<file path="config.mk">
export PLATFORM = sky130hd
export DESIGN_NAME = gamma_dac_i2c_slave
export DESIGN_NICKNAME = d
export VERILOG_FILES = /design/src/gamma_dac_i2c_slave_pkg.sv /design/src/gamma_dac_i2c_slave.sv
export VERILOG_INCLUDE_DIRS = /design/src
export SDC_FILE = /design/constraint.sdc
export NUM_CORES = 2
export LEC_CHECK = 0
export ABC_AREA = 0
export ABC_CLOCK_PERIOD_IN_PS = 15200
export BUFFER_PORTS_ARGS = -buffer_cell sky130_fd_sc_hd__clkbuf_2
export CAP_MARGIN = 25
export CORE_UTILIZATION = 53
export CTS_BUF_LIST = sky130_fd_sc_hd__clkbuf_8 sky130_fd_sc_hd__clkbuf_16
export CTS_CLUSTER_DIAMETER = 100
export DETAILED_ROUTE_END_ITERATION = 12
export PLACE_DENSITY_LB_ADDON = 0.2
export SETUP_SLACK_MARGIN = 0.3
export SYNTH_ARGS = -nofsm -noshare
export SYNTH_HDL_FRONTEND = slang
export SYNTH_SLANG_ARGS = --single-unit
</file>
<file path="constraint.sdc">
create_clock -name clk_in -period 15.2 [get_ports clk_in]
set_input_delay 3.04 -clock clk_in [delete_from_list [all_inputs] [get_ports clk_in]]
set_output_delay 3.04 -clock clk_in [all_outputs]
set_load 0.03 [all_outputs]
</file>
<file path="src/gamma_dac_i2c_slave_params.svh">
/*
  constants of the two-wire gamma and common-voltage reference slave:
  pointer map, command codes, reset codes and input filter timing.
  assumes it is included by bare name from the package and the bench.
*/

`ifndef GAMMA_DAC_I2C_SLAVE_PARAMS_SVH
`define GAMMA_DAC_I2C_SLAVE_PARAMS_SVH

// ------------------------------------------------------------
// channel map
// ------------------------------------------------------------
`define GD_NUM_CHAN      18
`define GD_CODE_W        10
`define GD_PTR_GAMMA_END 6'h0F
`define GD_PTR_COMMON_VOLTAGE_CHANNEL_1     6'h12
`define GD_PTR_COMMON_VOLTAGE_CHANNEL_2     6'h13
`define GD_PTR_LAST_ACK  6'h17
`define GD_PTR_DEV_ID    6'h3D
`define GD_IDX_COMMON_VOLTAGE_CHANNEL_1     5'h10
`define GD_IDX_COMMON_VOLTAGE_CHANNEL_2     5'h11

// ------------------------------------------------------------
// codes and reset values
// ------------------------------------------------------------
`define GD_MID_SCALE     10'h200
`define GD_GC_ADDR       8'h00
`define GD_GC_RESET      8'h06
`define GD_HS_CODE       5'h01
`define GD_TGT_NV        2'h1
`define GD_BYTE_BITS     4'h8

// ------------------------------------------------------------
// timing
// ------------------------------------------------------------
`define GD_CLK_PERIOD_NS 5
`define GD_FILT_FS_NS    20
`define GD_FILT_HS_NS    10

`endif

</file>
<file path="src/gamma_dac_i2c_slave_pkg.sv">
/*
  types of the two-wire gamma reference slave: state enum and the
  packed register image of the whole block.
  assumes the params header is on the include path.
*/
package gamma_dac_i2c_slave_pkg;
`include "gamma_dac_i2c_slave_params.svh"

  // protocol states
  typedef enum logic [3:0] {
    st_load, st_idle, st_wait, st_addr, st_ptr, st_wmsb, st_wlsb,
    st_gcdata, st_ack, st_rd, st_rack
  } state_t;

  // full register image, one always_ff
  typedef struct packed {
    logic [1:0]                                  sync1;
    logic [1:0]                                  sync2;
    logic [1:0]                                  filt;
    logic [1:0]                                  filt_d;
    logic [1:0][2:0]                             cnt;
    state_t                                      state;
    state_t                                      after_ack;
    logic [3:0]                                  bitcnt;
    logic [7:0]                                  shreg;
    logic [7:0]                                  msb;
    logic [7:0]                                  tx;
    logic                                        hs;
    logic                                        oe;
    logic                                        lsb_phase;
    logic                                        mack;
    logic                                        gc_reset;
    logic [5:0]                                  ptr;
    logic [`GD_NUM_CHAN-1:0][`GD_CODE_W-1:0]     hold;
    logic [`GD_NUM_CHAN-1:0][`GD_CODE_W-1:0]     dac;
    logic                                        nv_wr;
    logic [4:0]                                  nv_idx;
    logic [`GD_CODE_W-1:0]                       nv_data;
  } regs_t;

endpackage

</file>
<file path="src/gamma_dac_i2c_slave.sv">
/*
  two-wire slave front end of the gamma and common-voltage reference:
  holding and output code registers, double-buffered update, general
  call reset, high-speed master code and nonvolatile write requests.
  assumes scl_in/sda_in are the resolved open-drain wire levels from
  another domain, and nv_code_in/nv_programmed_in are static values
  of the nonvolatile store on the clk_in domain.
*/
`timescale 1ns/1ps

module gamma_dac_i2c_slave
  import gamma_dac_i2c_slave_pkg::*;
#(
  parameter logic [6:0]  SLAVE_ADDR = 7'h74,   // bus address, plain default
  parameter logic [15:0] DEVICE_ID  = 16'h1234 // identity word, arbitrary value
) (
  // clock and reset
  input  wire logic                                   clk_in,
  input  wire logic                                   rst_in,
  // two-wire bus pins
  input  wire logic                                   scl_in,
  input  wire logic                                   sda_in,
  output wire logic                                   sda_out,
  output wire logic                                   sda_oe_out,
  // nonvolatile store contents
  input  wire logic [`GD_NUM_CHAN-1:0][`GD_CODE_W-1:0] nv_code_in,
  input  wire logic [`GD_NUM_CHAN-1:0]                nv_programmed_in,
  // channel output codes and mode
  output wire logic [`GD_NUM_CHAN-1:0][`GD_CODE_W-1:0] dac_code_out,
  output wire logic                                   hs_mode_out,
  // nonvolatile write request
  output wire logic                                   nv_write_out,
  output wire logic [4:0]                             nv_index_out,
  output wire logic [`GD_CODE_W-1:0]                  nv_data_out
);

  // ------------------------------------------------------------
  // constants and state
  // ------------------------------------------------------------
  localparam logic [2:0] FILT_FS = 3'((`GD_FILT_FS_NS) / (`GD_CLK_PERIOD_NS));
  localparam logic [2:0] FILT_HS = 3'((`GD_FILT_HS_NS) / (`GD_CLK_PERIOD_NS));

  regs_t q;        // registered image
  regs_t n;        // next image
  logic  scl_rise; // filtered clock rose
  logic  scl_fall; // filtered clock fell
  logic  start_ev; // data fell, clock high
  logic  stop_ev;  // data rose, clock high
  logic  word_done; // second data byte just accepted

  // ------------------------------------------------------------
  // decoding functions
  // ------------------------------------------------------------
  // pointer to channel index, msb is the valid flag
  function automatic logic [5:0] chan_of(input logic [5:0] p);
    if (p <= `GD_PTR_GAMMA_END) begin
      return {1'b1, 1'b0, p[3:0]};
    end else if (p == `GD_PTR_COMMON_VOLTAGE_CHANNEL_1) begin
      return {1'b1, `GD_IDX_COMMON_VOLTAGE_CHANNEL_1};
    end else if (p == `GD_PTR_COMMON_VOLTAGE_CHANNEL_2) begin
      return {1'b1, `GD_IDX_COMMON_VOLTAGE_CHANNEL_2};
    end
    return 6'h00;
  endfunction

  // word returned by a read of pointer p
  function automatic logic [15:0] read_word(
    input logic [5:0]                              p,
    input logic [`GD_NUM_CHAN-1:0][`GD_CODE_W-1:0] h
  );
    logic [5:0] c;
    c = chan_of(p);
    if (p == `GD_PTR_DEV_ID) begin
      return DEVICE_ID;
    end
    if (c[5]) begin
      return {6'h00, h[c[4:0]]};
    end
    return 16'h0000;
  endfunction

  // ------------------------------------------------------------
  // line events from the filtered levels
  // ------------------------------------------------------------
  // bit 1 is the clock line, bit 0 the data line
  assign scl_rise = q.filt[1] & ~q.filt_d[1];
  assign scl_fall = ~q.filt[1] & q.filt_d[1];
  // data edge with clock high is a condition
  assign start_ev = q.filt[1] & q.filt_d[1] & ~q.filt[0] & q.filt_d[0];
  assign stop_ev  = q.filt[1] & q.filt_d[1] & q.filt[0] & ~q.filt_d[0];
  assign word_done = (q.state == st_wlsb) && scl_fall && (q.bitcnt == `GD_BYTE_BITS);

  // ------------------------------------------------------------
  // next-state logic
  // ------------------------------------------------------------
  always_comb begin
    logic        ack;    // acknowledge the finished byte
    logic [5:0]  ci;     // channel decode
    logic [15:0] word;   // assembled or read word
    logic [7:0]  nbyte;  // next byte to transmit
    ack   = 1'b0;
    ci    = 6'h00;
    word  = 16'h0000;
    nbyte = 8'h00;
    n     = q;
    n.nv_wr = 1'b0;

    n.sync1  = {scl_in, sda_in};
    n.sync2  = q.sync1;
    n.filt_d = q.filt;
    // standard and fast filter by default
    for (int i = 0; i < 2; i++) begin
      if (q.sync2[i] == q.filt[i]) begin
        n.cnt[i] = 3'h0;
      end else if (q.cnt[i] >= (q.hs ? FILT_HS : FILT_FS) - 3'h1) begin
        // shorter filter while in high-speed mode
        n.filt[i] = q.sync2[i];
        n.cnt[i]  = 3'h0;
      end else begin
        n.cnt[i] = q.cnt[i] + 3'h1;
      end
    end

    if (q.state != st_load && stop_ev) begin
      n.state    = st_idle;
      n.oe       = 1'b0;
      n.hs       = 1'b0;
      n.gc_reset = 1'b0; // a cut reset command is dropped
    end else if (q.state != st_load && start_ev) begin
      // restart abandons a half word, hs kept
      n.state    = st_addr;
      n.bitcnt   = 4'h0;
      n.oe       = 1'b0;
      n.gc_reset = 1'b0; // a cut reset command is dropped
    end else begin
      unique case (q.state)
        st_load: begin
          for (int c = 0; c < `GD_NUM_CHAN; c++) begin
            n.hold[c] = nv_programmed_in[c] ? nv_code_in[c] : `GD_MID_SCALE;
            n.dac[c]  = nv_programmed_in[c] ? nv_code_in[c] : `GD_MID_SCALE;
          end
          n.hs        = 1'b0;
          n.oe        = 1'b0;
          n.ptr       = 6'h00;
          n.gc_reset  = 1'b0;
          n.state     = st_idle;
        end
        // waiting for a start or stop
        st_idle, st_wait: begin
        end
        // receiving a byte
        st_addr, st_ptr, st_wmsb, st_wlsb, st_gcdata: begin
          if (scl_rise) begin
            n.shreg  = {q.shreg[6:0], q.filt[0]};
            n.bitcnt = q.bitcnt + 4'h1;
          end else if (scl_fall && q.bitcnt == `GD_BYTE_BITS) begin
            n.bitcnt = 4'h0;
            if (q.state == st_addr) begin
              if (q.shreg[7:3] == `GD_HS_CODE) begin
                n.hs = 1'b1;
              end else if (q.shreg == `GD_GC_ADDR) begin
                ack         = 1'b1;
                n.after_ack = st_gcdata;
              end else if (q.shreg[7:1] == SLAVE_ADDR) begin
                // last bit chooses read or write
                ack         = 1'b1;
                n.after_ack = q.shreg[0] ? st_rd : st_ptr;
              end
            end else if (q.state == st_ptr) begin
              // pointer acked up to the last slot and at the identity word
              if (q.shreg[7:6] == 2'h0 &&
                  (q.shreg[5:0] <= `GD_PTR_LAST_ACK ||
                   q.shreg[5:0] == `GD_PTR_DEV_ID)) begin
                ack         = 1'b1;
                n.ptr       = q.shreg[5:0];
                n.after_ack = st_wmsb;
              end
            end else if (q.state == st_wmsb) begin
              // high byte held until low byte
              ack         = 1'b1;
              n.msb       = q.shreg;
              n.after_ack = st_wlsb;
            end else if (q.state == st_wlsb) begin
              word = {q.msb, q.shreg};
              ci   = chan_of(q.ptr);
              ack  = 1'b1;
              if (ci[5]) begin
                n.hold[ci[4:0]] = word[`GD_CODE_W-1:0];
                // top bits 01 program nonvolatile store
                if (word[15:14] == `GD_TGT_NV) begin
                  n.dac[ci[4:0]] = word[`GD_CODE_W-1:0];
                  n.nv_wr        = 1'b1;
                  n.nv_idx       = ci[4:0];
                  n.nv_data      = word[`GD_CODE_W-1:0];
                end
              end
              // bit 15 moves every holding code out
              if (word[15]) begin
                n.dac = n.hold;
              end
              n.ptr       = q.ptr + 6'h01;
              n.after_ack = st_wmsb;
            end else begin
              if (q.shreg == `GD_GC_RESET) begin
                ack        = 1'b1;
                n.gc_reset = 1'b1;
                n.after_ack = st_wait;
              end
            end
            // pull data low for the ninth pulse
            n.oe    = ack;
            n.state = ack ? st_ack : st_wait;
          end
        end
        // acknowledge pulse, released at its falling clock
        st_ack: begin
          if (scl_fall) begin
            n.oe     = 1'b0;
            n.bitcnt = 4'h0;
            n.state  = q.gc_reset ? st_load : q.after_ack;
            if (q.after_ack == st_rd && !q.gc_reset) begin
              word        = read_word(q.ptr, q.hold);
              n.oe        = ~word[15];
              n.tx        = {word[14:8], 1'b0};
              n.bitcnt    = 4'h1;
              n.lsb_phase = 1'b0;
            end
          end
        end
        // transmitting, each bit set just after a falling clock
        st_rd: begin
          if (scl_fall) begin
            if (q.bitcnt == `GD_BYTE_BITS) begin
              n.oe    = 1'b0;
              n.state = st_rack;
            end else begin
              // data changes only with clock low
              n.oe     = ~q.tx[7];
              n.tx     = {q.tx[6:0], 1'b0};
              n.bitcnt = q.bitcnt + 4'h1;
            end
          end
        end
        // master acknowledge of a transmitted byte
        st_rack: begin
          if (scl_rise) begin
            n.mack = ~q.filt[0];
          end else if (scl_fall) begin
            if (q.mack) begin
              if (!q.lsb_phase) begin
                // low byte follows the high byte
                word        = read_word(q.ptr, q.hold);
                nbyte       = word[7:0];
                n.lsb_phase = 1'b1;
              end else begin
                // read pointer steps after each word
                n.ptr       = q.ptr + 6'h01;
                word        = read_word(q.ptr + 6'h01, q.hold);
                nbyte       = word[15:8];
                n.lsb_phase = 1'b0;
              end
              n.oe     = ~nbyte[7];
              n.tx     = {nbyte[6:0], 1'b0};
              n.bitcnt = 4'h1;
              n.state  = st_rd;
            end else begin
              n.state = st_wait;
            end
          end
        end
      endcase
    end
  end

  // ------------------------------------------------------------
  // state register
  // ------------------------------------------------------------
  always_ff @(posedge clk_in or posedge rst_in) begin
    if (rst_in) begin
      q           <= '0;
      q.sync1     <= 2'h3;
      q.sync2     <= 2'h3;
      q.filt      <= 2'h3;
      q.filt_d    <= 2'h3;
      q.state     <= st_load;
      q.after_ack <= st_idle;
    end else begin
      q <= n;
    end
  end

  // ------------------------------------------------------------
  // outputs
  // ------------------------------------------------------------
  // only the data line has a driver, never the clock
  assign sda_out      = 1'b0;
  assign sda_oe_out   = q.oe;
  assign dac_code_out = q.dac;
  assign hs_mode_out  = q.hs;
  assign nv_write_out = q.nv_wr;
  assign nv_index_out = q.nv_idx;
  assign nv_data_out  = q.nv_data;
endmodule // gamma_dac_i2c_slave

</file>
==> flow_metrics.py <==
metrics = {
    "worst_setup_path": {
        "start_kind": "flop",
        "critical_path_class": "reg2reg",
        "end_kind": "flop",
        "path_buf_inv": 2,
        "arrival_ns": 5.98,
        "cp_max_fo": 24,
        "worst_path_max_delay_cell": "a311oi_4",
        "path_delay_family": "compound AO/OA/AOI/OAI gates",
        "crit_chain": "ha_1 > nor2_1 > o21a_4 > nor4b_4 > nand2_2 > buf_4 > a311oi_4 > buf_4 > o21ai_1 > nand2_1 > o21ai_0",
        "required_ns": 15.63,
        "cp_common_cell": "buf_4",
        "cpPeakStageDelay_ns": 0.88,
    },
    "synth": {
        "synth-edff-count": 0,
        "synth.distinct_cells": 91,
        "async_flop_share_pct": 100,
        "yosys_register_bits": 432,
        "postSynthAreaPerCell_um2": 8.16,
        "yosysWarnings": 0,
        "seq_area_frac_synth_pct": 40.9,
        "synth-main-ff-cell": "dfrtp_1",
        "syn-cell-area_um2": 26500,
        "syn_nets": 3455,
        "netlist_instances": 3243,
    },
    "layout": {
        "layout.nets": 3512,
        "n_antenna_cell": 0,
        "final_core_util_pct": 59.3,
        "multiInputGateArea_um2": 13100,
        "fillers": 4517,
        "drive_gt1_share_pct": 19.0,
        "ff_latch_area_um2": 10800,
        "syn_to_final_growth_pct": 9.98,
    },
    "hold_path": {
        "hp-class": "reg2reg",
    },
    "detailed_routing": {
        "drt_iter0_markers": 4419,
        "wirelength_um": 102000,
        "wl_per_cell_um": 25.6,
        "drc": 0,
        "viasPerCell": 6.65,
        "vias": 26600,
        "first_pass_iters": 10,
        "ant_nets": 0,
    },
    "power_and_ir_drop": {
        "p_leak_nw": 12.9,
        "combPwrFrac_pct": 43.5,
        "switchingPower_w": 0.00269,
        "seqPwrFrac_pct": 35.0,
        "p_clk_share_pct": 21.6,
        "vdd_drop_max_uv": 104,
        "p_per_area_nw_per_um2": 200,
        "internal-power_w": 0.00313,
        "switching_share_pct": 46.2,
    },
    "global_routing": {
        "antenna_found_initial": 1,
        "grt_pass1_wl_um": 151000,
        "grt_use_met2_pct": 59.2,
        "first_global_vias": 24500,
        "met1_usage_pct": 54.7,
        "grt.met3_usage_pct": 7.68,
        "busiest_layer": "met2",
        "grt_max_degree": 171,
        "grt_use_total_pct": 39.3,
        "grt-ovfl-total": 0,
    },
    "timing": {
        "worstMarginPinSlew_ns": 1.07,
        "min_period_ns": 5.55,
        "setup_viol": 0,
        "relSlewSlack_pct": 28.5,
        "fin_skew_ns": 0.0319,
        "finalHoldViolCount": 0,
        "tns_ns": 0,
        "grt_setup_unrepaired": "false",
        "max_freq_mhz": 180,
        "slew_viol_final": 0,
        "timing.final.ws_setup_ns": 9.65,
        "period_share_pct": 36.5,
    },
    "clocking": {
        "hold_buffers": 0,
        "cts-buffers-inserted": 48,
        "clk_pin_slew_worst_paths_ns": 0.06,
        "cts_setup_buffers": 0,
        "cts_tree": "built",
        "cts_max_level": 2,
        "clock_latency_ns": 0.61,
        "ctsResizeCount": 0,
        "cts_root_buf": "clkbuf_16",
        "clk_path_buf_depth": 3,
        "numClockSinks": 432,
    },
    "floorplan": {
        "die_w_um": 225,
        "initial_utilization_pct": 54.0,
        "die_area_um2": 50800,
        "boundaryPins": 401,
        "num_rows": 81,
        "die_h_um": 225,
        "coreArea_um2": 49100,
    },
    "run": {
        "max-cap-violations": 0,
    },
    "place": {
        "dp_slack_ns": 9.63,
        "dp_hpwl_um": 71600,
        "gp_congestion": 0.966,
        "portBuffers": 399,
    },
    "outcome": {
        "status": "complete, no violations",
    },
}
==> sequential cells by signal (all words and copies together) (netlist names) <==
name and cells:
q 230, dac_code_out 180, nv_data_out 10, nv_index_out 5, n 4, hs_mode_out 1
nv_write_out 1, sda_oe_out 1
==> cell usage in the layout (no fill, tap or decap), types with 8 or more instances in the layout <==
| cell type | count |
|---|---|
| nor2_1 | 151 |
| nand2b_1 | 14 |
| ha_1 | 10 |
| a211oi_1 | 8 |
| mux2i_1 | 48 |
| o21ai_1 | 22 |
| mux4_2 | 9 |
| and2_1 | 18 |
| clkbuf_8 | 10 |
| buf_4 | 55 |
| nand3_1 | 113 |
| dfstp_2 | 9 |
| nand2_1 | 662 |
| a221oi_1 | 11 |
| inv_1 | 35 |
| mux2_2 | 35 |
| a222oi_1 | 55 |
| o22a_1 | 14 |
| a21oi_1 | 268 |
| nor3_1 | 23 |
| clkbuf_16 | 49 |
| a32oi_1 | 43 |
| o221ai_1 | 13 |
| and3_1 | 27 |
| a21boi_0 | 12 |
| a31oi_1 | 21 |
| o21ai_0 | 468 |
| a22oi_1 | 40 |
| dfrtp_1 | 420 |
| o31ai_1 | 11 |
| clkbuf_2 | 399 |
| a21o_1 | 11 |
| a22o_1 | 85 |
| nor2b_1 | 9 |
==> synthesized netlist by cell type (7+ instances only) <==
cell / n / area [um2]
nand2_1: 664 / 2490
o21ai_0: 476 / 2380
dfrtp_1: 423 / 10600
a21oi_1: 268 / 1340
buf_4: 197 / 1480
clkbuf_1: 187 / 702
nor2_1: 152 / 571
nand3_1: 114 / 571
a22o_1: 85 / 744
a222oi_1: 55 / 551
mux2i_1: 48 / 480
a32oi_1: 43 / 377
a22oi_1: 40 / 300
buf_2: 35 / 175
mux2_2: 35 / 394
buf_1: 31 / 116
and3_1: 28 / 175
inv_1: 26 / 97.6
nor3_1: 24 / 120
a31oi_1: 21 / 131
and2_1: 19 / 119
nand2b_1: 14 / 87.6
o21ai_1: 14 / 70.1
o22a_1: 14 / 123
o221ai_1: 13 / 114
a21boi_0: 12 / 90.1
a21o_1: 11 / 82.6
a221oi_1: 11 / 96.3
o31ai_1: 11 / 82.6
ha_1: 10 / 125
dfstp_2: 9 / 236
mux4_2: 9 / 203
nor2b_1: 9 / 56.3
a211oi_1: 8 / 60.1
o21ai_2: 7 / 61.3
xnor2_1: 7 / 61.3
==> power by group through the flow <==
stage	clock network (W)	logic [W]	registers, W
2_1_floorplan	0	0.00199	0.00180
3_3_place_gp	0	0.00239	0.00200
3_5_place_dp	0	0.00244	0.00202
4_1_cts	0.00126	0.00245	0.00200
5_1_grt	0.00130	0.00271	0.00206
6_report	0.00125	0.00253	0.00203
==> metal layers <==
layer  wire [um]  vias up
li1            -    11500
met1       40900    12800
met2       44600     1946
met3       11900      327
met4        5000        0
met5           0        -
==> metrics by stage <==
stage                     instance area, um2  cells  power [W]  hold slack (ns)
after floorplan                        26500   3243    0.00379            0.345
after global placement                 27200   3903    0.00439            0.346
after detailed placement               27300   3905    0.00446            0.347
after CTS                              28900   3990    0.00571            0.355
after global routing                   29100   3999    0.00607            0.358
final                                  29100   3999    0.00581            0.355
==> path summary, 6_finish.rpt <==
path | from | to | slack (ns) | depth (start not counted)
setup / recovery | q[377]$_DFFE_PP0P_ | dac_code_out[133]$_DFFE_PP0P_ | 9.65 | 11
hold / removal | n[434]$_DFF_PP1_ | q[434]$_DFF_PP1_ | 0.35 | 0
setup reg to reg | q[377]$_DFFE_PP0P_ | dac_code_out[133]$_DFFE_PP0P_ | 9.65 | 11
hold reg to reg | n[434]$_DFF_PP1_ | q[434]$_DFF_PP1_ | 0.35 | 0
max in group asynchronous | rst_in | q[402]$_DFFE_PP0P_ | 10.96 | 4
min in group asynchronous | rst_in | dac_code_out[13]$_DFFE_PP0P_ | 2.33 | 2
==> area by class of cell <==
class | instances | share of cell area [%]
clock buffers | 59 | 4.69
inverters | 27 | 0.361
repair buffers | 462 | 8.96
clock inverters | 26 | 1.04
multi-input cells | 2329 | 44.9
well taps | 664 | 2.85
flip-flops and latches | 432 | 37.2
==> kinds of logic after synthesis <==
| kind of cell | synth area share [%] |
|---|---|
| AO/OA/AOI/OAI | 26.8 |
| XOR/XNOR | 0.298 |
| adder cells (fa/ha/maj) | 0.473 |
| buffers and inverters | 9.94 |
| flip-flops | 40.9 |
| multiplexers | 4.23 |
| other | 0.0142 |
| AND/OR/NAND/NOR | 17.4 |
Note: power is estimated with default switching activity, not from simulation.
